### src/rtl/drc_pkg.sv
// Constants, register map and bit positions of the debug run-control block.
// Notes on behaviour
// - Writing one to control bit 7 enters debug halt mode and stops instruction fetch.
// - Writing zero to control bit 7 leaves debug halt mode and lets the core fetch again.
// - A debug breakpoint with the halt select bit at one sets control bit 7 by itself.
// - A debug breakpoint with the halt select bit (bit 6) at zero makes the core loop in place.
// - With the breakpoint enable bit (bit 5) at zero, a break or hardware hit raises a trap.
// - With the breakpoint enable bit at one, such a hit is a debug breakpoint, not a trap.
// - Control bit 4 at one keeps the system clock running in stop mode; at zero it stops.
// - Control bit 0 set in debug halt runs one instruction and clears itself when it retires.
// - Status bit 7 reads one while the core sits in debug halt mode with no single step pending (control bit 0 at zero).
// - Status bit 6 sets on a break instruction and clears when control bit 7 is written zero.
// - Status bits 5 and 4 read one while the device is in halt mode and stop mode.
// - Status bit 3 reads one while memory read protection is enabled.
// - Status bit 1 reads one while the debug transmit holding register holds data.
// - Status bit 0 reads one while the debug receive holding register is empty.
package drc_pkg;

   // ----------------------------------------------------------------------
   // Register map (byte addresses of 32-bit words)
   // ----------------------------------------------------------------------
   localparam logic [7:0] OFF_RUN_CTRL = 8'h00;
   localparam logic [7:0] OFF_STATE    = 8'h04;
   localparam logic [7:0] OFF_IRQ_STAT = 8'h08;
   localparam logic [7:0] OFF_IRQ_MASK = 8'h0C;

   // ----------------------------------------------------------------------
   // Control register fields
   // ----------------------------------------------------------------------
   localparam int CTL_HALT      = 7;
   localparam int CTL_HALT_SEL  = 6;
   localparam int CTL_BRK_EN    = 5;
   localparam int CTL_CLK_KEEP  = 4;
   localparam int CTL_STEP      = 0;
   localparam logic [7:0] CTL_RESET = 8'h00;

   // ----------------------------------------------------------------------
   // Status register fields
   // ----------------------------------------------------------------------
   localparam int STA_HALT      = 7;
   localparam int STA_BRK_HIT   = 6;
   localparam int STA_LP_HALT   = 5;
   localparam int STA_LP_STOP   = 4;
   localparam int STA_RD_PROT   = 3;
   localparam int STA_TX_FULL   = 1;
   localparam int STA_RX_EMPTY  = 0;
   localparam logic [7:0] STA_RESET = 8'h01;

   // ----------------------------------------------------------------------
   // Interrupt event bits
   // ----------------------------------------------------------------------
   localparam int EVT_W         = 4;
   localparam int EVT_BREAK     = 0;
   localparam int EVT_TRAP      = 1;
   localparam int EVT_STEP      = 2;
   localparam int EVT_HALTED    = 3;
   localparam logic [3:0] EVT_RESET = 4'h0;

endpackage : drc_pkg

### src/rtl/drc_evt_if.sv
// Event and interrupt register signals between the run-control core and its interrupt bank.
`timescale 1ns/100ps
interface drc_evt_if;
   import drc_pkg::*;

   logic [EVT_W-1:0] events;
   logic             statWr;
   logic             maskWr;
   logic [EVT_W-1:0] wrData;
   logic [EVT_W-1:0] irqStat;
   logic [EVT_W-1:0] irqMask;
   logic             irq;

   modport core (output events, output statWr, output maskWr, output wrData,
                 input irqStat, input irqMask, input irq);
   modport bank (input events, input statWr, input maskWr, input wrData,
                 output irqStat, output irqMask, output irq);
endinterface : drc_evt_if

### src/rtl/drc_irq_bank.sv
// Sticky interrupt status with write-one-to-clear, mask and level interrupt.
`timescale 1ns/100ps
module drc_irq_bank
   import drc_pkg::*;
(
   input  wire logic clock,
   input  wire logic rst,
   drc_evt_if.bank   evt
);

   logic [EVT_W-1:0] stat_q;
   logic [EVT_W-1:0] stat_d;
   logic [EVT_W-1:0] mask_q;
   logic             irq_q;

   // New events win over a clear in the same cycle.
   always_comb
   begin
      stat_d = stat_q;
      if (evt.statWr)
      begin
         stat_d = stat_d & ~evt.wrData;
      end
      stat_d = stat_d | evt.events;
   end

   always_ff @(posedge clock or posedge rst)
   begin
      if (rst)
      begin
         stat_q <= EVT_RESET;
      end
      else
      begin
         stat_q <= stat_d;
      end
   end

   always_ff @(posedge clock or posedge rst)
   begin
      if (rst)
      begin
         mask_q <= EVT_RESET;
      end
      else if (evt.maskWr)
      begin
         mask_q <= evt.wrData;
      end
   end

   always_ff @(posedge clock or posedge rst)
   begin
      if (rst)
      begin
         irq_q <= 1'b0;
      end
      else
      begin
         irq_q <= |(stat_d & (evt.maskWr ? evt.wrData : mask_q));
      end
   end

   assign evt.irqStat = stat_q;
   assign evt.irqMask = mask_q;
   assign evt.irq     = irq_q;

endmodule : drc_irq_bank

### src/rtl/drc_debug_run_control.sv
// Debug run-control block: halt, resume, single step, breakpoint routing and status.
//
// Our own choices: the register offsets and the Wishbone interface to the registers.
`timescale 1ns/100ps
module drc_debug_run_control
   import drc_pkg::*;
(
   input  wire logic        clock,
   input  wire logic        rst,
   // Classic Wishbone slave.
   input  wire logic        cyc_i,
   input  wire logic        stb_i,
   input  wire logic        we_i,
   input  wire logic [7:0]  adr_i,
   input  wire logic [3:0]  sel_i,
   input  wire logic [31:0] dat_i,
   output logic      [31:0] dat_o,
   output logic             ack_o,
   // Core side.
   input  wire logic        breakInstrHit,
   input  wire logic        hwBreakHit,
   input  wire logic        stepRetired,
   input  wire logic        lowPowerHalt,
   input  wire logic        lowPowerStop,
   input  wire logic        readProtectOn,
   input  wire logic        txHoldingFull,
   input  wire logic        rxHoldingEmpty,
   output logic             fetchStop,
   output logic             stepGo,
   output logic             loopOnBreak,
   output logic             illegalTrap,
   output logic             sysClockKeep,
   output logic             irq
);

   // ----------------------------------------------------------------------
   // Bus decode
   // ----------------------------------------------------------------------
   logic       ack_q;
   logic [31:0] rdData_q;
   logic       busReq;
   logic       busWr;
   logic [7:0] wordAdr;
   logic       ctrlWr;
   logic       irqStatWr;
   logic       irqMaskWr;

   assign busReq    = cyc_i && stb_i && !ack_q;
   assign busWr     = busReq && we_i && sel_i[0];
   assign wordAdr   = {adr_i[7:2], 2'b00};
   assign ctrlWr    = busWr && (wordAdr == OFF_RUN_CTRL);
   assign irqStatWr = busWr && (wordAdr == OFF_IRQ_STAT);
   assign irqMaskWr = busWr && (wordAdr == OFF_IRQ_MASK);

   // ----------------------------------------------------------------------
   // Control register
   // ----------------------------------------------------------------------
   logic haltBit_q;
   logic haltBit_d;
   logic haltSel_q;
   logic breakpoint_enable_bit_q;
   logic clkKeep_q;
   logic stepBit_q;
   logic stepBit_d;
   logic brkRequest;
   logic brkEvent;
   logic trapEvent;

   assign brkRequest = breakInstrHit || hwBreakHit;
   assign brkEvent   = brkRequest && breakpoint_enable_bit_q;
   assign trapEvent  = brkRequest && !breakpoint_enable_bit_q;

   always_comb
   begin
      haltBit_d = haltBit_q;
      if (ctrlWr)
      begin
         haltBit_d = dat_i[CTL_HALT];
      end
      if (brkEvent && haltSel_q)
      begin
         haltBit_d = 1'b1;
      end
   end

   always_comb
   begin
      stepBit_d = stepBit_q;
      if (stepRetired)
      begin
         stepBit_d = 1'b0;
      end
      if (ctrlWr)
      begin
         stepBit_d = dat_i[CTL_STEP];
      end
   end

   always_ff @(posedge clock or posedge rst)
   begin
      if (rst)
      begin
         haltBit_q <= CTL_RESET[CTL_HALT];
         stepBit_q <= CTL_RESET[CTL_STEP];
      end
      else
      begin
         haltBit_q <= haltBit_d;
         stepBit_q <= stepBit_d;
      end
   end

   // Reserved control bits 3:1 are not stored and read back as zero.
   always_ff @(posedge clock or posedge rst)
   begin
      if (rst)
      begin
         haltSel_q <= CTL_RESET[CTL_HALT_SEL];
         breakpoint_enable_bit_q   <= CTL_RESET[CTL_BRK_EN];
         clkKeep_q <= CTL_RESET[CTL_CLK_KEEP];
      end
      else if (ctrlWr)
      begin
         haltSel_q <= dat_i[CTL_HALT_SEL];
         breakpoint_enable_bit_q   <= dat_i[CTL_BRK_EN];
         clkKeep_q <= dat_i[CTL_CLK_KEEP];
      end
   end

   // ----------------------------------------------------------------------
   // Core run control outputs
   // ----------------------------------------------------------------------
   // A pending step releases fetch for one instruction only while halted.
   always_ff @(posedge clock or posedge rst)
   begin
      if (rst)
      begin
         fetchStop    <= 1'b0;
         stepGo       <= 1'b0;
         sysClockKeep <= 1'b0;
      end
      else
      begin
         fetchStop    <= haltBit_d && !stepBit_d;
         stepGo       <= haltBit_d && stepBit_d;
         sysClockKeep <= ctrlWr ? dat_i[CTL_CLK_KEEP] : clkKeep_q;
      end
   end

   // The core keeps looping until software touches the control register.
   always_ff @(posedge clock or posedge rst)
   begin
      if (rst)
      begin
         loopOnBreak <= 1'b0;
      end
      else if (brkEvent && !haltSel_q)
      begin
         loopOnBreak <= 1'b1;
      end
      else if (ctrlWr)
      begin
         loopOnBreak <= 1'b0;
      end
   end

   always_ff @(posedge clock or posedge rst)
   begin
      if (rst)
      begin
         illegalTrap <= 1'b0;
      end
      else
      begin
         illegalTrap <= trapEvent;
      end
   end

   // ----------------------------------------------------------------------
   // Status register
   // ----------------------------------------------------------------------
   logic       brkHit_q;
   logic [7:0] state_q;

   // A break arriving with the clearing write still sets the flag.
   always_ff @(posedge clock or posedge rst)
   begin
      if (rst)
      begin
         brkHit_q <= STA_RESET[STA_BRK_HIT];
      end
      else if (breakInstrHit)
      begin
         brkHit_q <= 1'b1;
      end
      else if (ctrlWr && !dat_i[CTL_HALT])
      begin
         brkHit_q <= 1'b0;
      end
   end

   // Writes to the status word are acknowledged and ignored.
   always_ff @(posedge clock or posedge rst)
   begin
      if (rst)
      begin
         state_q <= STA_RESET;
      end
      else
      begin
         state_q[STA_HALT]     <= haltBit_q && fetchStop;
         state_q[STA_BRK_HIT]  <= brkHit_q;
         state_q[STA_LP_HALT]  <= lowPowerHalt;
         state_q[STA_LP_STOP]  <= lowPowerStop;
         state_q[STA_RD_PROT]  <= readProtectOn;
         state_q[2]            <= 1'b0;
         state_q[STA_TX_FULL]  <= txHoldingFull;
         state_q[STA_RX_EMPTY] <= rxHoldingEmpty;
      end
   end

   // ----------------------------------------------------------------------
   // Interrupt bank
   // ----------------------------------------------------------------------
   drc_evt_if evtBus ();

   assign evtBus.events[EVT_BREAK]  = brkEvent;
   assign evtBus.events[EVT_TRAP]   = trapEvent;
   assign evtBus.events[EVT_STEP]   = stepRetired && stepBit_q;
   assign evtBus.events[EVT_HALTED] = haltBit_d && !haltBit_q;
   assign evtBus.statWr             = irqStatWr;
   assign evtBus.maskWr             = irqMaskWr;
   assign evtBus.wrData             = dat_i[EVT_W-1:0];

   drc_irq_bank u_irqBank (
      .clock (clock),
      .rst   (rst),
      .evt   (evtBus)
   );

   assign irq = evtBus.irq;

   // ----------------------------------------------------------------------
   // Bus answer
   // ----------------------------------------------------------------------
   always_ff @(posedge clock or posedge rst)
   begin
      if (rst)
      begin
         ack_q    <= 1'b0;
         rdData_q <= 32'h0000_0000;
      end
      else
      begin
         ack_q    <= busReq;
         rdData_q <= 32'h0000_0000;
         if (busReq && !we_i)
         begin
            case (wordAdr)
               OFF_RUN_CTRL: rdData_q[7:0] <= {haltBit_q, haltSel_q, breakpoint_enable_bit_q, clkKeep_q,
                                               3'h0, stepBit_q};
               OFF_STATE:    rdData_q[7:0] <= state_q;
               OFF_IRQ_STAT: rdData_q[EVT_W-1:0] <= evtBus.irqStat;
               OFF_IRQ_MASK: rdData_q[EVT_W-1:0] <= evtBus.irqMask;
               default:      rdData_q <= 32'h0000_0000;
            endcase
         end
      end
   end

   assign ack_o = ack_q;
   assign dat_o = rdData_q;

   // ----------------------------------------------------------------------
   // Assertions
   // ----------------------------------------------------------------------
   property p_haltEnter;
      @(posedge clock) disable iff (rst)
      (ctrlWr && dat_i[CTL_HALT] && !dat_i[CTL_STEP]) |=> fetchStop;
   endproperty
   a_haltEnter: assert property (p_haltEnter) else $error("halt write did not stop fetch");

   property p_haltLeave;
      @(posedge clock) disable iff (rst)
      (ctrlWr && !dat_i[CTL_HALT] && !brkEvent) |=> !fetchStop ##1 !state_q[STA_HALT];
   endproperty
   a_haltLeave: assert property (p_haltLeave) else $error("resume did not restart fetch");

   property p_brkHalts;
      @(posedge clock) disable iff (rst)
      (brkRequest && breakpoint_enable_bit_q && haltSel_q) |=> haltBit_q ##1 state_q[STA_HALT] || stepBit_q;
   endproperty
   a_brkHalts: assert property (p_brkHalts) else $error("breakpoint did not halt");

   property p_brkLoops;
      @(posedge clock) disable iff (rst)
      (brkRequest && breakpoint_enable_bit_q && !haltSel_q) |=> loopOnBreak && !illegalTrap;
   endproperty
   a_brkLoops: assert property (p_brkLoops) else $error("breakpoint did not loop");

   property p_trapWhenOff;
      @(posedge clock) disable iff (rst)
      (brkRequest && !breakpoint_enable_bit_q) |=> illegalTrap && !evtBus.events[EVT_BREAK];
   endproperty
   a_trapWhenOff: assert property (p_trapWhenOff) else $error("missing trap");

   property p_noTrapWhenOn;
      @(posedge clock) disable iff (rst)
      (brkRequest && breakpoint_enable_bit_q) |=> !illegalTrap;
   endproperty
   a_noTrapWhenOn: assert property (p_noTrapWhenOn) else $error("trap with breaks on");

   property p_clockKeep;
      @(posedge clock) disable iff (rst)
      ctrlWr |=> (sysClockKeep == $past(dat_i[CTL_CLK_KEEP]));
   endproperty
   a_clockKeep: assert property (p_clockKeep) else $error("clock keep mismatch");

   property p_stepOnce;
      @(posedge clock) disable iff (rst)
      (stepRetired && !ctrlWr) |=> !stepBit_q ##1 !stepGo;
   endproperty
   a_stepOnce: assert property (p_stepOnce) else $error("step bit not cleared");

   property p_brkFlagClear;
      @(posedge clock) disable iff (rst)
      (ctrlWr && !dat_i[CTL_HALT] && !breakInstrHit) |=> !brkHit_q ##1 !state_q[STA_BRK_HIT];
   endproperty
   a_brkFlagClear: assert property (p_brkFlagClear) else $error("break flag kept");

   property p_rxEmptyMirror;
      @(posedge clock) disable iff (rst)
      ##1 (state_q[STA_RX_EMPTY] == $past(rxHoldingEmpty)) && !state_q[2];
   endproperty
   a_rxEmptyMirror: assert property (p_rxEmptyMirror) else $error("status mirror wrong");

endmodule : drc_debug_run_control

### config.mk
export PLATFORM = sky130hd
export DESIGN_NAME = drc_debug_run_control
export DESIGN_NICKNAME = d
export VERILOG_FILES = /design/src/rtl/drc_pkg.sv /design/src/rtl/drc_evt_if.sv /design/src/rtl/drc_irq_bank.sv /design/src/rtl/drc_debug_run_control.sv
export SDC_FILE = /design/constraint.sdc
export NUM_CORES = 1
export LEC_CHECK = 0
export BUFFER_PORTS_ARGS = -buffer_cell sky130_fd_sc_hd__buf_2
export CORE_UTILIZATION = 39
export CTS_CLUSTER_DIAMETER = 40
export DETAILED_ROUTE_END_ITERATION = 8
export PLACE_DENSITY_LB_ADDON = 0.2
export SLEW_MARGIN = 0
export SYNTH_ARGS = -nofsm -noshare
export SYNTH_HDL_FRONTEND = slang
export SYNTH_HIERARCHICAL = 1
export SYNTH_SLANG_ARGS = --single-unit
### constraint.sdc
create_clock -name clock -period 1.6 [get_ports clock]
set_input_delay 0 -clock clock [delete_from_list [all_inputs] [get_ports clock]]
set_output_delay 0 -clock clock [all_outputs]
set_load 0.01 [all_outputs]
After elaboration in Yosys (flattened, before gate mapping)
Cells that the tools add are included.
{ "totals": {"inputBits": 57, "reg_bits": 59} }
{ "classes": {"bitwise_logic": 4, "n_eq_ne": 3, "n_reduce_logical": 30, "mux": 13} }
{ "op_table": {"columns": ["op", "n"], "rows": [
  ["$logic_and A1 B1 Y1", 18],
  ["$pmux W4 S4", 1],
  ["$eq A6 B2 Y1 const B", 2],
  ["$and A4 B4 Y4", 2],
  ["$logic_not A8 Y1", 1],
  ["$mux W1", 8],
  ["$mux W4", 2],
  ["$mux W8", 1],
  ["$pmux W4 S2", 1],
  ["$logic_not A1 Y1", 7],
  ["$eq A6 B1 Y1 const B", 1],
  ["$not A4 Y4", 1],
  ["$or A4 B4 Y4", 1],
  ["$reduce_bool A2 Y1", 2],
  ["$reduce_or A4 Y1", 1],
  ["$logic_or A1 B1 Y1", 1]
]} }

Logic depth before layout (Yosys ltp)
Gate-level depths: netlist of the first run.
{ "depth": {"ltp_word": 11, "mapped_depth": 7, "depth_no_buf": 7} }

Hierarchy
Netlist of the first run, hierarchy kept.
{ "by_module_without_submodules": {"columns": ["mod", "cells_each", "seq_area_each_um2", "n_inst", "area_per_inst_um2"], "rows": [
  ["drc_debug_run_control", 108, 651.9, 1, 1241.2],
  ["drc_irq_bank", 27, 225.2, 1, 366.6]
]} }

Worst setup path before layout of the first run
Ideal clock, no wire load.
{ "synth_timing": {"path_kind": "register -> register", "from": "reg ack_q, in the netlist ack_o", "to": "reg u_irqBank.stat_q[3], in the netlist u_irqBank/evt.irqStat[3]", "required_time_ps": 1476, "slack_ps": -175, "stages_incl_launch_ff": 7, "arrival_time_ps": 1651, "setup_ps": 124, "synth_period_minus_slack_ps": 1775, "cell_sequence": "dfrtp_1 nand3b_1 and4bb_1 buf_6 mux2i_1 a21oi_1 or2_1"} }
{ "synth_via": {"elab_chain_cells": 9, "word_cells_on_any_way": 11, "classes_between": "3 x mux; 1 x bitwise; 7 x reduce/logical"} }
{ "synth_rtl": {"columns": ["element", "line", "rtl"], "rows": [
  ["start, declared", "drc_debug_run_control.sv:39", "logic ack_q;"],
  ["start signal, assigned", "drc_debug_run_control.sv:255", "ack_q <= busReq;"],
  ["$logic_not A1 Y1", "drc_debug_run_control.sv:48", "assign busReq = cyc_i && stb_i && !ack_q;"],
  ["$logic_and A1 B1 Y1", "drc_debug_run_control.sv:48", null],
  ["$logic_and A1 B1 Y1 (2 in a row)", "drc_debug_run_control.sv:49", "assign busWr = busReq && we_i && sel_i[0];"],
  ["$logic_and A1 B1 Y1", "drc_debug_run_control.sv:51", "assign ctrlWr = busWr && (wordAdr == OFF_RUN_CTRL);"],
  ["$mux W1", "drc_debug_run_control.sv:76", "if (ctrlWr)"],
  ["$mux W1", "drc_debug_run_control.sv:80", "if (brkEvent && haltSel_q)"],
  ["$logic_and A1 B1 Y1", "drc_debug_run_control.sv:230", "assign evtBus.events[EVT_HALTED] = haltBit_d && !haltBit_q;"],
  ["net evtBus.events[3]", "drc_evt_if.sv:6", "logic [EVT_W-1:0] events;"],
  ["$or A4 B4 Y4", "drc_irq_bank.sv:24", "stat_d = stat_d | evt.events;"],
  ["net u_irqBank.stat_d[3]", "drc_irq_bank.sv:12", "logic [EVT_W-1:0] stat_d;"],
  ["end signal, assigned", "drc_irq_bank.sv:35", "stat_q <= stat_d;"],
  ["end, declared", "drc_irq_bank.sv:11", "logic [EVT_W-1:0] stat_q;"]
]} }
The timed path passes the listed nets, and every way through them passes these cells.
A chain may end at the register's enable or synchronous reset.

Worst setup path after layout of the first run
Ends and elaborated chain as after synthesis.

==> metrics.csv, run 1 <==
stage,metric,value,unit
detailed_routing,"antenna viol nets, final",0,
timing,setup ws final,-0.09913,ns
layout,fin util,56.39,%
setup_path,Worst Reg-to-Reg Cells,5,
layout,FILL cells,353,
clocking,TritonCTS clock tree,built,
timing,Setup Skew,0.007090,ns
clocking,CTS buffer count,5,
synth,multiplexer share of the synthesized area,12.37,%
outcome,violated checks,negative setup slack,
pwr,Pint,0.001429,W
layout,Non-Filler Instances,252,
pwr,Comb pwr share,12.7,%
synth,largest area contributor in the netlist,dfrtp_1,
global_routing,Tot GR Track Use,16.34,%
hold_path,Hold Path Cell Cnt,2,
setup_path,Worst Setup End Kind,flop,
detailed_routing,initial DRC count,46,
synth,Post-Synth Adder-Cell Area,0,%
clocking,clk_lat worst skew,0.28,ns
clocking,clock sink count,35,
layout,ant diodes,0,
timing,post-route minimum period,1.699,ns
global_routing,largest net degree at the start of global routing,24,
placed_design,input/output buffers,42,
clocking,H-Tree Depth,2,
synth,Syn Area/Cell,11.91,sq um
synth,Post-synth ARST share,100.0,%
synth,Compound-Gate Fraction of Synth Area,7.237,%
timing,fmax,0.5885,GHz
synth,Yosys warnings,6,
timing,Worst Hold Margin,0.02617,ns
placed_design,RePlAce Congestion,0.8181,
hold_path,Worst Hold End,u_irqBank/evt.irqMask[0]$_DFF_PP0_,
clocking,Clock Path Buffers,2,
layout,nets@finish,260,
pwr,Reg power frac,50.5,%
pwr,Switch Pwr,0.0004349,W
floorplan,initial core utilization,42.33,%
pwr,Pwr Total,0.001863,W
hold_path,Hold WC Path Type,in -> reg,
synth,sequential fraction of the synthesis area,54.55,%
synth,combinational family with the most area after synthesis,buffers and inverters,
synth,synth top area cells,"dfrtp_1 53%, buf_4 11%, mux2_2 6.3%, mux2i_1 3.7%, nor2_1 2.3%",
timing,max-slew violations,0,
synth,Mapped Area,0.001608,sq mm
setup_path,CP arrival,1.86,ns
job,Max-cap violations,0,
setup_path,Critical R2R Launch,ack_o$_DFF_PP0_,
timing,Final Cycle Share,106.2,%
pwr,PwrDens,869.9,mW/mm^2
detailed_routing,final WL,3248,um
synth,synth unique cells,36,
synth,Post-Synth XOR/XNOR Area,0,%
synth,Synth Flop Type,dfrtp_1,
timing,RSZ-0062 raised after global routing,true,
floorplan,Core Region,0.003799,sq mm
floorplan,die area,0.004383,sq mm
pwr,Leakage,1.106,nW
pwr,clock power share,36.8,%
floorplan,die width,66.21,um
setup_path,crit path kind,reg -> reg,
floorplan,Die Ht,66.21,um
setup_path,"Max FO, Critical Path",4,
global_routing,vias in the first global route,1134,
pwr,Sw Share,23.34,%
synth,Post-synth EDFFs,0,
detailed_routing,Vias,1117,
synth,Mapped Cells,135,
synth,Synth top cells by count,"34 x dfrtp_1, 24 x buf_4, 10 x nor2_1",
global_routing,first-pass GRT wire length,5250,um
detailed_routing,DRT Pass-1 Iters,4,
timing,Final Hold Vio Count,0,
floorplan,std cell rows,22,
setup_path,Reg2Reg Setup Slack,-0.1,ns
floorplan,io pins,96,
setup_path,Worst Setup SP,ack_o$_DFF_PP0_,
placed_design,Detail Placement HPWL,2369,um
layout,layout cells sized above 1,40.69,%
placed_design,DP Cell Count,226,
outcome,status,"complete, but fails checks",
hold_path,HP Start,dat_i[0],
timing,setup violators final,5,
synth,post-synth top area share,52.92,%
detailed_routing,DRC errors left,0,
synth,Synth Register Bits,35,
global_routing,initial antenna violation count,0,
setup_path,kind of start point of the critical path,flop,
pwr,peak supply drop,0.0004778,V
synth,simple-gate portion of the synthesized area,11.75,%
setup_path,CP required,1.76,ns
setup_path,worst r2r dst,u_irqBank/evt.irqStat[3]$_DFF_PP0_,
detailed_routing,wire per inst,12.89,um
clocking,clk slew on worst S/H paths,0.07,ns
detailed_routing,vias per cell,4.433,
global_routing,total global routing overflow,0,
synth,most common cell in the netlist,dfrtp_1,
clocking,Root Buffer,clkbuf_8,
layout,Area Overhead vs Synth,33.23,%
==> through the flow <==
stage | cell area [sq um] | worst slack (ns) | setup TNS [ns]
after detailed placement | 1821 | -0.1471 | -0.7216
after global placement | 1821 | -0.1005 | -0.3447
final | 2142 | -0.09913 | -0.2606
after CTS | 2091 | -0.09280 | -0.2051
after floorplan | 1713 | -0.07653 | -0.1441
after global routing | 2142 | -0.1771 | -0.8553
==> sequential cells by signal, summed over array words and instances, names as in the netlist <==
signal / flops
u_irqBank/evt.irqMask: 4
stepGo: 1
illegalTrap: 1
u_irqBank/evt.irqStat: 4
fetchStop: 1
sysClockKeep: 1
loopOnBreak: 1
haltBit_q: 1
brkHit_q: 1
ack_o: 1
u_irqBank/evt.irq: 1
state_q: 7
haltSel_q: 1
breakpoint_enable_bit_q: 1
stepBit_q: 1
dat_o: 8
==> layer usage <==
layer / up-vias / wire (um) / track usage [%]
li1: 535 / - / -
met1: 523 / 1429 / 20.88
met2: 50 / 1502 / 25.26
met3: 9 / 248 / 4.655
met4: 0 / 68 / 7.979
met5: - / 0 / 0
==> power by group through the flow <==
stage,sequential [W],clock (W),combinational (W)
final,0.000941,0.000686,0.000236
after global routing,0.000944,0.000747,0.000262
after CTS,0.000941,0.000706,0.000228
after detailed placement,0.000958,0,0.000197
after global placement,0.000958,0,0.000195
after floorplan,0.000955,0,0.000166
==> layout by cell type (no fill, tap or decap), drive strengths merged, types with 2 or more instances in the layout <==
cell type,count
a21boi,5
a21oi,2
a22oi,2
and2,2
buf,52
clkbuf,8
conb,24
dfrtp,34
dlygate4sd3,13
inv,6
mux2,10
mux2i,6
nand2,4
nor2,10
nor3,4
o21ai,5
or2,4
==> kinds of logic (layout without fill, tap and decap cells) <==
group           count (synthesis)  after routing
flops                          35             35
simple gates                   33             33
buf+inv                        33             79
mux                            17             17
compound gates                 16             16
other cells                     1             24
==> worst max path at each step <==
| stage | to | slack, ns |
|---|---|---|
| 2_1_floorplan | u_irqBank/evt.irqStat[3]$_DFF_PP0_ | -0.08 |
| 3_3_place_gp | u_irqBank/evt.irq$_DFF_PP0_ | -0.10 |
| 3_5_place_dp | u_irqBank/evt.irq$_DFF_PP0_ | -0.15 |
| 4_1_cts | u_irqBank/evt.irq$_DFF_PP0_ | -0.09 |
| 5_1_grt | u_irqBank/evt.irq$_DFF_PP0_ | -0.18 |
| 6_report | u_irqBank/evt.irqStat[3]$_DFF_PP0_ | -0.1 |
==> critical path, stage by stage, from the launching register on <==
cell and delay, ns:
dfrtp_1 0.37, nand3b_1 0.22, and4bb_4 0.41, mux2i_4 0.26, a21oi_2 0.09, or2_1 0.22
==> what timing repair did <==
action / in CTS / in global routing
resized for setup: 9 / 6
endpoints found under the hold margin: 46 / 0
hold buffers: 13 / 0
buffers inserted: 1 / 4
pin swaps: 2 / 6
gates cloned: 0 / 0
setup endpoints to repair: 8 / 11
==> final cells by class <==
cell class	count	area, sq um	area share, %
Sequential cell	35	877.1	40.95
Clock buffer	8	100.1	4.673
Timing Repair Buffer	65	426.7	19.92
Multi-Input combinational cell	90	655.6	30.61
Inverter	6	22.52	1.051
Tap cell	48	60.06	2.804
No activity file was read; power rests on OpenSTA's default activity.
==> run 2, diff against run 1 <==
--- a/config.mk
+++ b/config.mk
@@ -10,6 +10,7 @@
 export CTS_CLUSTER_DIAMETER = 40
 export DETAILED_ROUTE_END_ITERATION = 8
 export PLACE_DENSITY_LB_ADDON = 0.2
+export RECOVER_POWER = 100
 export SLEW_MARGIN = 0
 export SYNTH_ARGS = -nofsm -noshare
 export SYNTH_HDL_FRONTEND = slang
==> run 2 against run 1 <==
The flow still finishes with violations (negative setup slack). Worst hold slack about the same. Combinational power about the same. Utilization down 0.56 points. First-iteration DRC count down 8.7%. Clock skew up 0.00052 ns. Register-to-register slack about the same. Power down 0.12%. Clock power about the same. Maximum frequency about the same.
==> metrics.csv, run 2 (synthesized netlist as in run 1, its figures left out) <==
stage,metric,value,unit,change
outcome,status,"complete, but fails checks",,unchanged
outcome,violated checks,negative setup slack,,unchanged
setup_path,crit path kind,reg -> reg,,unchanged
layout,Multi-input gate area,655.6,sq um,unchanged
pwr,Leakage,1.047,nW,was 1.106 nW
global_routing,initial antenna violation count,0,,unchanged
placed_design,Detail Placement HPWL,2369,um,unchanged
setup_path,Reg2Reg Setup Slack,-0.10,ns,was -0.1 ns
clocking,clk slew on worst S/H paths,0.07,ns,about the same
floorplan,std cell rows,22,,unchanged
layout,Reg area,877.1,sq um,unchanged
setup_path,CP arrival,1.86,ns,about the same
timing,Setup Skew,0.007612,ns,was 0.007090 ns
global_routing,largest net degree at the start of global routing,24,,unchanged
floorplan,Core Region,0.003799,sq mm,unchanged
timing,Rel. slew slack,59.30,%,
hold_path,Worst Hold End,u_irqBank/evt.irqMask[0]$_DFF_PP0_,,unchanged
setup_path,worst r2r dst,u_irqBank/evt.irqStat[3]$_DFF_PP0_,,unchanged
layout,Area Overhead vs Synth,31.91,%,was 33.23%
detailed_routing,"antenna viol nets, final",0,,unchanged
placed_design,Post-Place Setup Slack,-0.1471,ns,unchanged
layout,layout cells sized above 1,33.33,%,was 40.69%
hold_path,HP Start,dat_i[0],,unchanged
placed_design,input/output buffers,42,,unchanged
setup_path,Worst Setup End Kind,flop,,unchanged
timing,Final Hold Vio Count,0,,unchanged
detailed_routing,final WL,3260,um,was 3248 um
setup_path,CP required,1.76,ns,about the same
global_routing,first-pass GRT wire length,5250,um,unchanged
detailed_routing,DRT Pass-1 Iters,4,,unchanged
layout,nets@finish,260,,unchanged
floorplan,die width,66.21,um,unchanged
clocking,CTS buffer count,5,,unchanged
layout,"most common cell after layout, fill and taps aside",dfrtp_1,,was buf_2
layout,"commonest cells after routing, fill and taps aside","34 x dfrtp_1, 27 x buf_2, 24 x conb_1",,"was 42 x buf_2, 34 x dfrtp_1, 24 x conb_1"
layout,FILL cells,360,,was 353
detailed_routing,Vias,1120,,was 1117
timing,setup violators final,5,,unchanged
detailed_routing,DRC errors left,0,,unchanged
floorplan,initial core utilization,42.33,%,unchanged
timing,Final Cycle Share,106.3,%,was 106.2%
clocking,TritonCTS clock tree,built,,unchanged
hold_path,Hold WC Path Type,in -> reg,,unchanged
job,Max-cap violations,0,,unchanged
detailed_routing,wire per inst,12.94,um,was 12.89 um
floorplan,io pins,96,,unchanged
timing,max-slew violations,0,,unchanged
layout,"Design Area, Final",0.002121,sq mm,was 0.002142 sq mm
clocking,clock sink count,35,,unchanged
floorplan,die area,0.004383,sq mm,unchanged
pwr,PwrDens,877.6,mW/mm^2,was 869.9 mW/mm^2
setup_path,"Max FO, Critical Path",4,,unchanged
setup_path,Worst Reg-to-Reg Cells,5,,unchanged
setup_path,Worst Setup SP,ack_o$_DFF_PP0_,,unchanged
detailed_routing,vias per cell,4.444,,was 4.433
clocking,Root Buffer,clkbuf_8,,unchanged
clocking,H-Tree Depth,2,,unchanged
global_routing,Tot GR Track Use,16.34,%,unchanged
pwr,peak supply drop,0.0004767,V,was 0.0004778 V
timing,fmax,0.5880,GHz,was 0.5885 GHz
floorplan,Die Ht,66.21,um,unchanged
layout,ant diodes,0,,unchanged
global_routing,vias in the first global route,1134,,unchanged
setup_path,kind of start point of the critical path,flop,,unchanged
clocking,Clock Path Buffers,2,,unchanged
layout,max reg flops,8,,unchanged
detailed_routing,initial DRC count,42,,was 46
timing,Worst-Margin Slew,0.6105,ns,
timing,RSZ-0062 raised after global routing,true,,unchanged
timing,post-route minimum period,1.701,ns,was 1.699 ns
clocking,clk_lat worst skew,0.28,ns,about the same
hold_path,Hold Path Cell Cnt,2,,unchanged
placed_design,RePlAce Congestion,0.8181,,unchanged
global_routing,total global routing overflow,0,,unchanged
placed_design,Placed Area,0.001821,sq mm,unchanged
timing,setup ws final,-0.1006,ns,was -0.09913 ns
setup_path,Critical R2R Launch,ack_o$_DFF_PP0_,,unchanged
run 2: changes by cell type in the layout (fill, tap and decap cells not counted):
cell      delta
buf_2       -15
clkbuf_1    +15
buf_4        -1
clkbuf_2     +1
run 2: metal layers:
| layer | share of wire, % | up-vias | global-route usage (%) |
|---|---|---|---|
| li1 | - | 535 | - |
| met3 | 7.8 | 7 | 4.655 |
| met2 | 46 | 50 | 25.26 |
| met4 | 1.8 | 0 | 7.979 |
| met5 | 0 | - | 0 |
| met1 | 44 | 528 | 20.88 |
run 2: area by class of cell:
type                    instances  area share (%)
multi-input cells              90           30.91
repair buffers                 65           19.12
well taps                      48           2.832
flip-flops and latches         35           41.36
inverters                       6           1.062
clock buffers                   8           4.720
run 2: power breakdown:
part	leakage, nW	switching, W	internal, W
Sequential	0.447	0.0000185	0.000923
Clock	0.0515	0.000294	0.000393
Combinational	0.548	0.000123	0.000110
Total	1.05	0.000435	0.00143
run 2: timing repair:
action / CTS / global route
pin swaps: 2 / 6
buffers inserted: 1 / 4
hold endpoints to repair: 46 / 0
hold buffers: 13 / 0
setup endpoints to repair: 8 / 11
gates resized for setup: 9 / 6
run 2: critical path, cell delays in order, from the launching register on:
cell and delay [ns]:
dfrtp_1 0.37, nand3b_1 0.22, and4bb_4 0.41, mux2i_4 0.26, a21oi_2 0.09, or2_1 0.22
run 2: worst max path at each step:
stage	end	slack [ns]
after floorplan	u_irqBank/evt.irqStat[3]$_DFF_PP0_	-0.08
after global placement	u_irqBank/evt.irq$_DFF_PP0_	-0.10
after detailed placement	u_irqBank/evt.irq$_DFF_PP0_	-0.15
after CTS	u_irqBank/evt.irq$_DFF_PP0_	-0.09
after global routing	u_irqBank/evt.irq$_DFF_PP0_	-0.18
final	u_irqBank/evt.irqStat[3]$_DFF_PP0_	-0.10
run 2: metrics by stage:
step / instances / setup TNS (ns) / power, W / hold slack, ns / utilization (%)
after floorplan: 158 / -0.1441 / 0.001121 / -0.1721 / -
after global placement: 226 / -0.3447 / 0.001153 / -0.09175 / 47.92
after detailed placement: 226 / -0.7216 / 0.001155 / -0.09416 / 47.92
after CTS: 248 / -0.2051 / 0.001875 / 0.01764 / 55.04
after global routing: 252 / -0.8553 / 0.001951 / 0.01754 / 55.83
final: 252 / -0.2675 / 0.001861 / 0.02571 / 55.83
==> run 3, diff against run 2 <==
--- a/config.mk
+++ b/config.mk
@@ -9,8 +9,8 @@
 export CORE_UTILIZATION = 39
 export CTS_CLUSTER_DIAMETER = 40
 export DETAILED_ROUTE_END_ITERATION = 8
+export MAX_ROUTING_LAYER = met4
 export PLACE_DENSITY_LB_ADDON = 0.2
-export RECOVER_POWER = 100
 export SLEW_MARGIN = 0
 export SYNTH_ARGS = -nofsm -noshare
 export SYNTH_HDL_FRONTEND = slang
==> run 3 against run 2 <==
The run still ends with negative setup slack left. Register-to-register slack about the same. Sequential cell count unchanged. Maximum frequency about the same. Die area unchanged. Combinational power about the same. Clock skew about the same. Cell area up 1.0%. Clock power about the same. Clock-buffer cell count unchanged.
==> metrics.csv, run 3 (synthesized netlist as in run 1, its figures left out) <==
stage,metric,value,unit,change
outcome,status,"complete, but fails checks",,unchanged
outcome,violated checks,negative setup slack,,unchanged
layout,"commonest cells after routing, fill and taps aside","42 x buf_2, 34 x dfrtp_1, 24 x conb_1",,"was 34 x dfrtp_1, 27 x buf_2, 24 x conb_1"
placed_design,Post-Place Setup Slack,-0.1471,ns,unchanged
timing,fmax,0.5882,GHz,was 0.5880 GHz
detailed_routing,DRC errors left,0,,unchanged
floorplan,Die Ht,66.21,um,unchanged
detailed_routing,initial DRC count,43,,was 42
timing,Final Cycle Share,106.3,%,about the same
detailed_routing,DRT Pass-1 Iters,4,,unchanged
detailed_routing,Vias,1116,,was 1120
pwr,Pint,0.001429,W,was 0.001426 W
clocking,clock sink count,35,,unchanged
pwr,PwrDens,869.6,mW/mm^2,was 877.6 mW/mm^2
detailed_routing,"antenna viol nets, final",0,,unchanged
detailed_routing,final WL,3249,um,was 3260 um
timing,setup ws final,-0.1002,ns,was -0.1006 ns
timing,post-route minimum period,1.700,ns,was 1.701 ns
pwr,Leakage,1.106,nW,was 1.047 nW
setup_path,crit path kind,reg -> reg,,unchanged
pwr,peak supply drop,0.0004775,V,was 0.0004767 V
setup_path,CP arrival,1.86,ns,about the same
layout,max reg flops,8,,unchanged
layout,ant diodes,0,,unchanged
layout,"most common cell after layout, fill and taps aside",buf_2,,was dfrtp_1
setup_path,CP required,1.76,ns,about the same
clocking,clk_lat worst skew,0.28,ns,about the same
layout,Reg area,877.1,sq um,unchanged
clocking,Root Buffer,clkbuf_8,,unchanged
pwr,Sw Share,23.31,%,was 23.39%
placed_design,RePlAce Congestion,0.8303,,was 0.8181
floorplan,Core Region,0.003799,sq mm,unchanged
timing,RSZ-0062 raised after global routing,true,,unchanged
clocking,CTS buffer count,5,,unchanged
floorplan,die width,66.21,um,unchanged
pwr,Reg power frac,50.5,%,was 50.6%
floorplan,std cell rows,22,,unchanged
floorplan,die area,0.004383,sq mm,unchanged
layout,Area Overhead vs Synth,33.23,%,was 31.91%
global_routing,largest net degree at the start of global routing,24,,unchanged
setup_path,"Max FO, Critical Path",4,,unchanged
global_routing,initial antenna violation count,0,,unchanged
setup_path,Worst Setup End Kind,flop,,unchanged
floorplan,initial core utilization,42.33,%,unchanged
layout,"Design Area, Final",0.002142,sq mm,was 0.002121 sq mm
detailed_routing,wire per inst,12.89,um,was 12.94 um
placed_design,Detail Placement HPWL,2369,um,unchanged
global_routing,first-pass GRT wire length,5257,um,was 5250 um
pwr,Switch Pwr,0.0004343,W,was 0.0004353 W
placed_design,Placed Area,0.001821,sq mm,unchanged
layout,FILL cells,353,,was 360
floorplan,io pins,96,,unchanged
timing,max-slew violations,0,,unchanged
detailed_routing,vias per cell,4.429,,was 4.444
hold_path,Hold WC Path Type,in -> reg,,unchanged
timing,Sum Neg Setup Slack,-0.2658,ns,was -0.2675 ns
setup_path,kind of start point of the critical path,flop,,unchanged
timing,Setup Skew,0.007158,ns,was 0.007612 ns
job,Max-cap violations,0,,unchanged
clocking,Clock Path Buffers,2,,unchanged
global_routing,Tot GR Track Use,16.79,%,was 16.34%
timing,setup violators final,5,,unchanged
layout,nets@finish,260,,unchanged
clocking,H-Tree Depth,2,,unchanged
global_routing,vias in the first global route,1134,,unchanged
global_routing,total global routing overflow,0,,unchanged
timing,Final Hold Vio Count,0,,unchanged
layout,Multi-input gate area,655.6,sq um,unchanged
pwr,clock power share,36.8,%,was 36.9%
clocking,TritonCTS clock tree,built,,unchanged
layout,layout cells sized above 1,40.69,%,was 33.33%
pwr,Comb pwr share,12.7,%,was 12.5%
clocking,clk slew on worst S/H paths,0.07,ns,about the same
placed_design,input/output buffers,42,,unchanged
pwr,Pwr Total,0.001863,W,was 0.001861 W
-- run 3: power by group through the flow --
stage	combinational, W	sequential [W]	clock, W
after floorplan	0.000166	0.000955	0
after detailed placement	0.000197	0.000958	0
after global placement	0.000195	0.000958	0
final	0.000236	0.000941	0.000685
after CTS	0.000228	0.000941	0.000706
after global routing	0.000262	0.000944	0.000747
-- run 3: path summary, 6_finish.rpt --
kind                                                      end  slack [ns]  depth (start not counted)                 start
min in group asynchronous                state_q[1]$_DFF_PP0_        0.15                          3                   rst
min                        u_irqBank/evt.irqMask[0]$_DFF_PP0_        0.03                          2              dat_i[0]
max in group asynchronous                state_q[0]$_DFF_PP1_        0.85                          4                   rst
max reg2reg                u_irqBank/evt.irqStat[3]$_DFF_PP0_       -0.10                          5       ack_o$_DFF_PP0_
min reg2reg                              state_q[6]$_DFF_PP0_        0.39                          0  brkHit_q$_DFFE_PP0P_
max                        u_irqBank/evt.irqStat[3]$_DFF_PP0_       -0.10                          5       ack_o$_DFF_PP0_
-- run 3: per-stage QoR --
step | utilization [%] | hold WS [ns] | cells
after floorplan | - | -0.1721 | 158
after global placement | 47.92 | -0.09175 | 226
after detailed placement | 47.92 | -0.09416 | 226
after CTS | 55.04 | 0.01764 | 248
after global routing | 56.39 | 0.01754 | 252
final | 56.39 | 0.02617 | 252
-- run 3: area by class of cell --
class                           instances  share of cell area (%)
Clock buffer                            8                   4.673
Multi-Input combinational cell         90                   30.61
Timing Repair Buffer                   65                   19.92
Tap cell                               48                   2.804
Inverter                                6                   1.051
Sequential cell                        35                   40.95
-- run 3: worst max-delay path, cell delays in order (launching register included) --
cell,delay (ns)
dfrtp_1,0.37
nand3b_1,0.22
and4bb_4,0.41
mux2i_4,0.26
a21oi_2,0.09
or2_1,0.22
-- run 3: timing repair --
item / in CTS / in global routing
resized for setup: 9 / 6
hold buffers: 13 / 0
hold endpoints to repair: 46 / 0
pin swaps: 2 / 6
cloned: 0 / 0
setup endpoints to repair: 8 / 11
setup buffers: 1 / 4
-- run 3: routing by layer --
layer	part of all wire, %	GRT usage [%]
met4	2.1	7.979
met2	46	25.26
met5	0	-
met1	44	20.99
met3	7.4	4.483
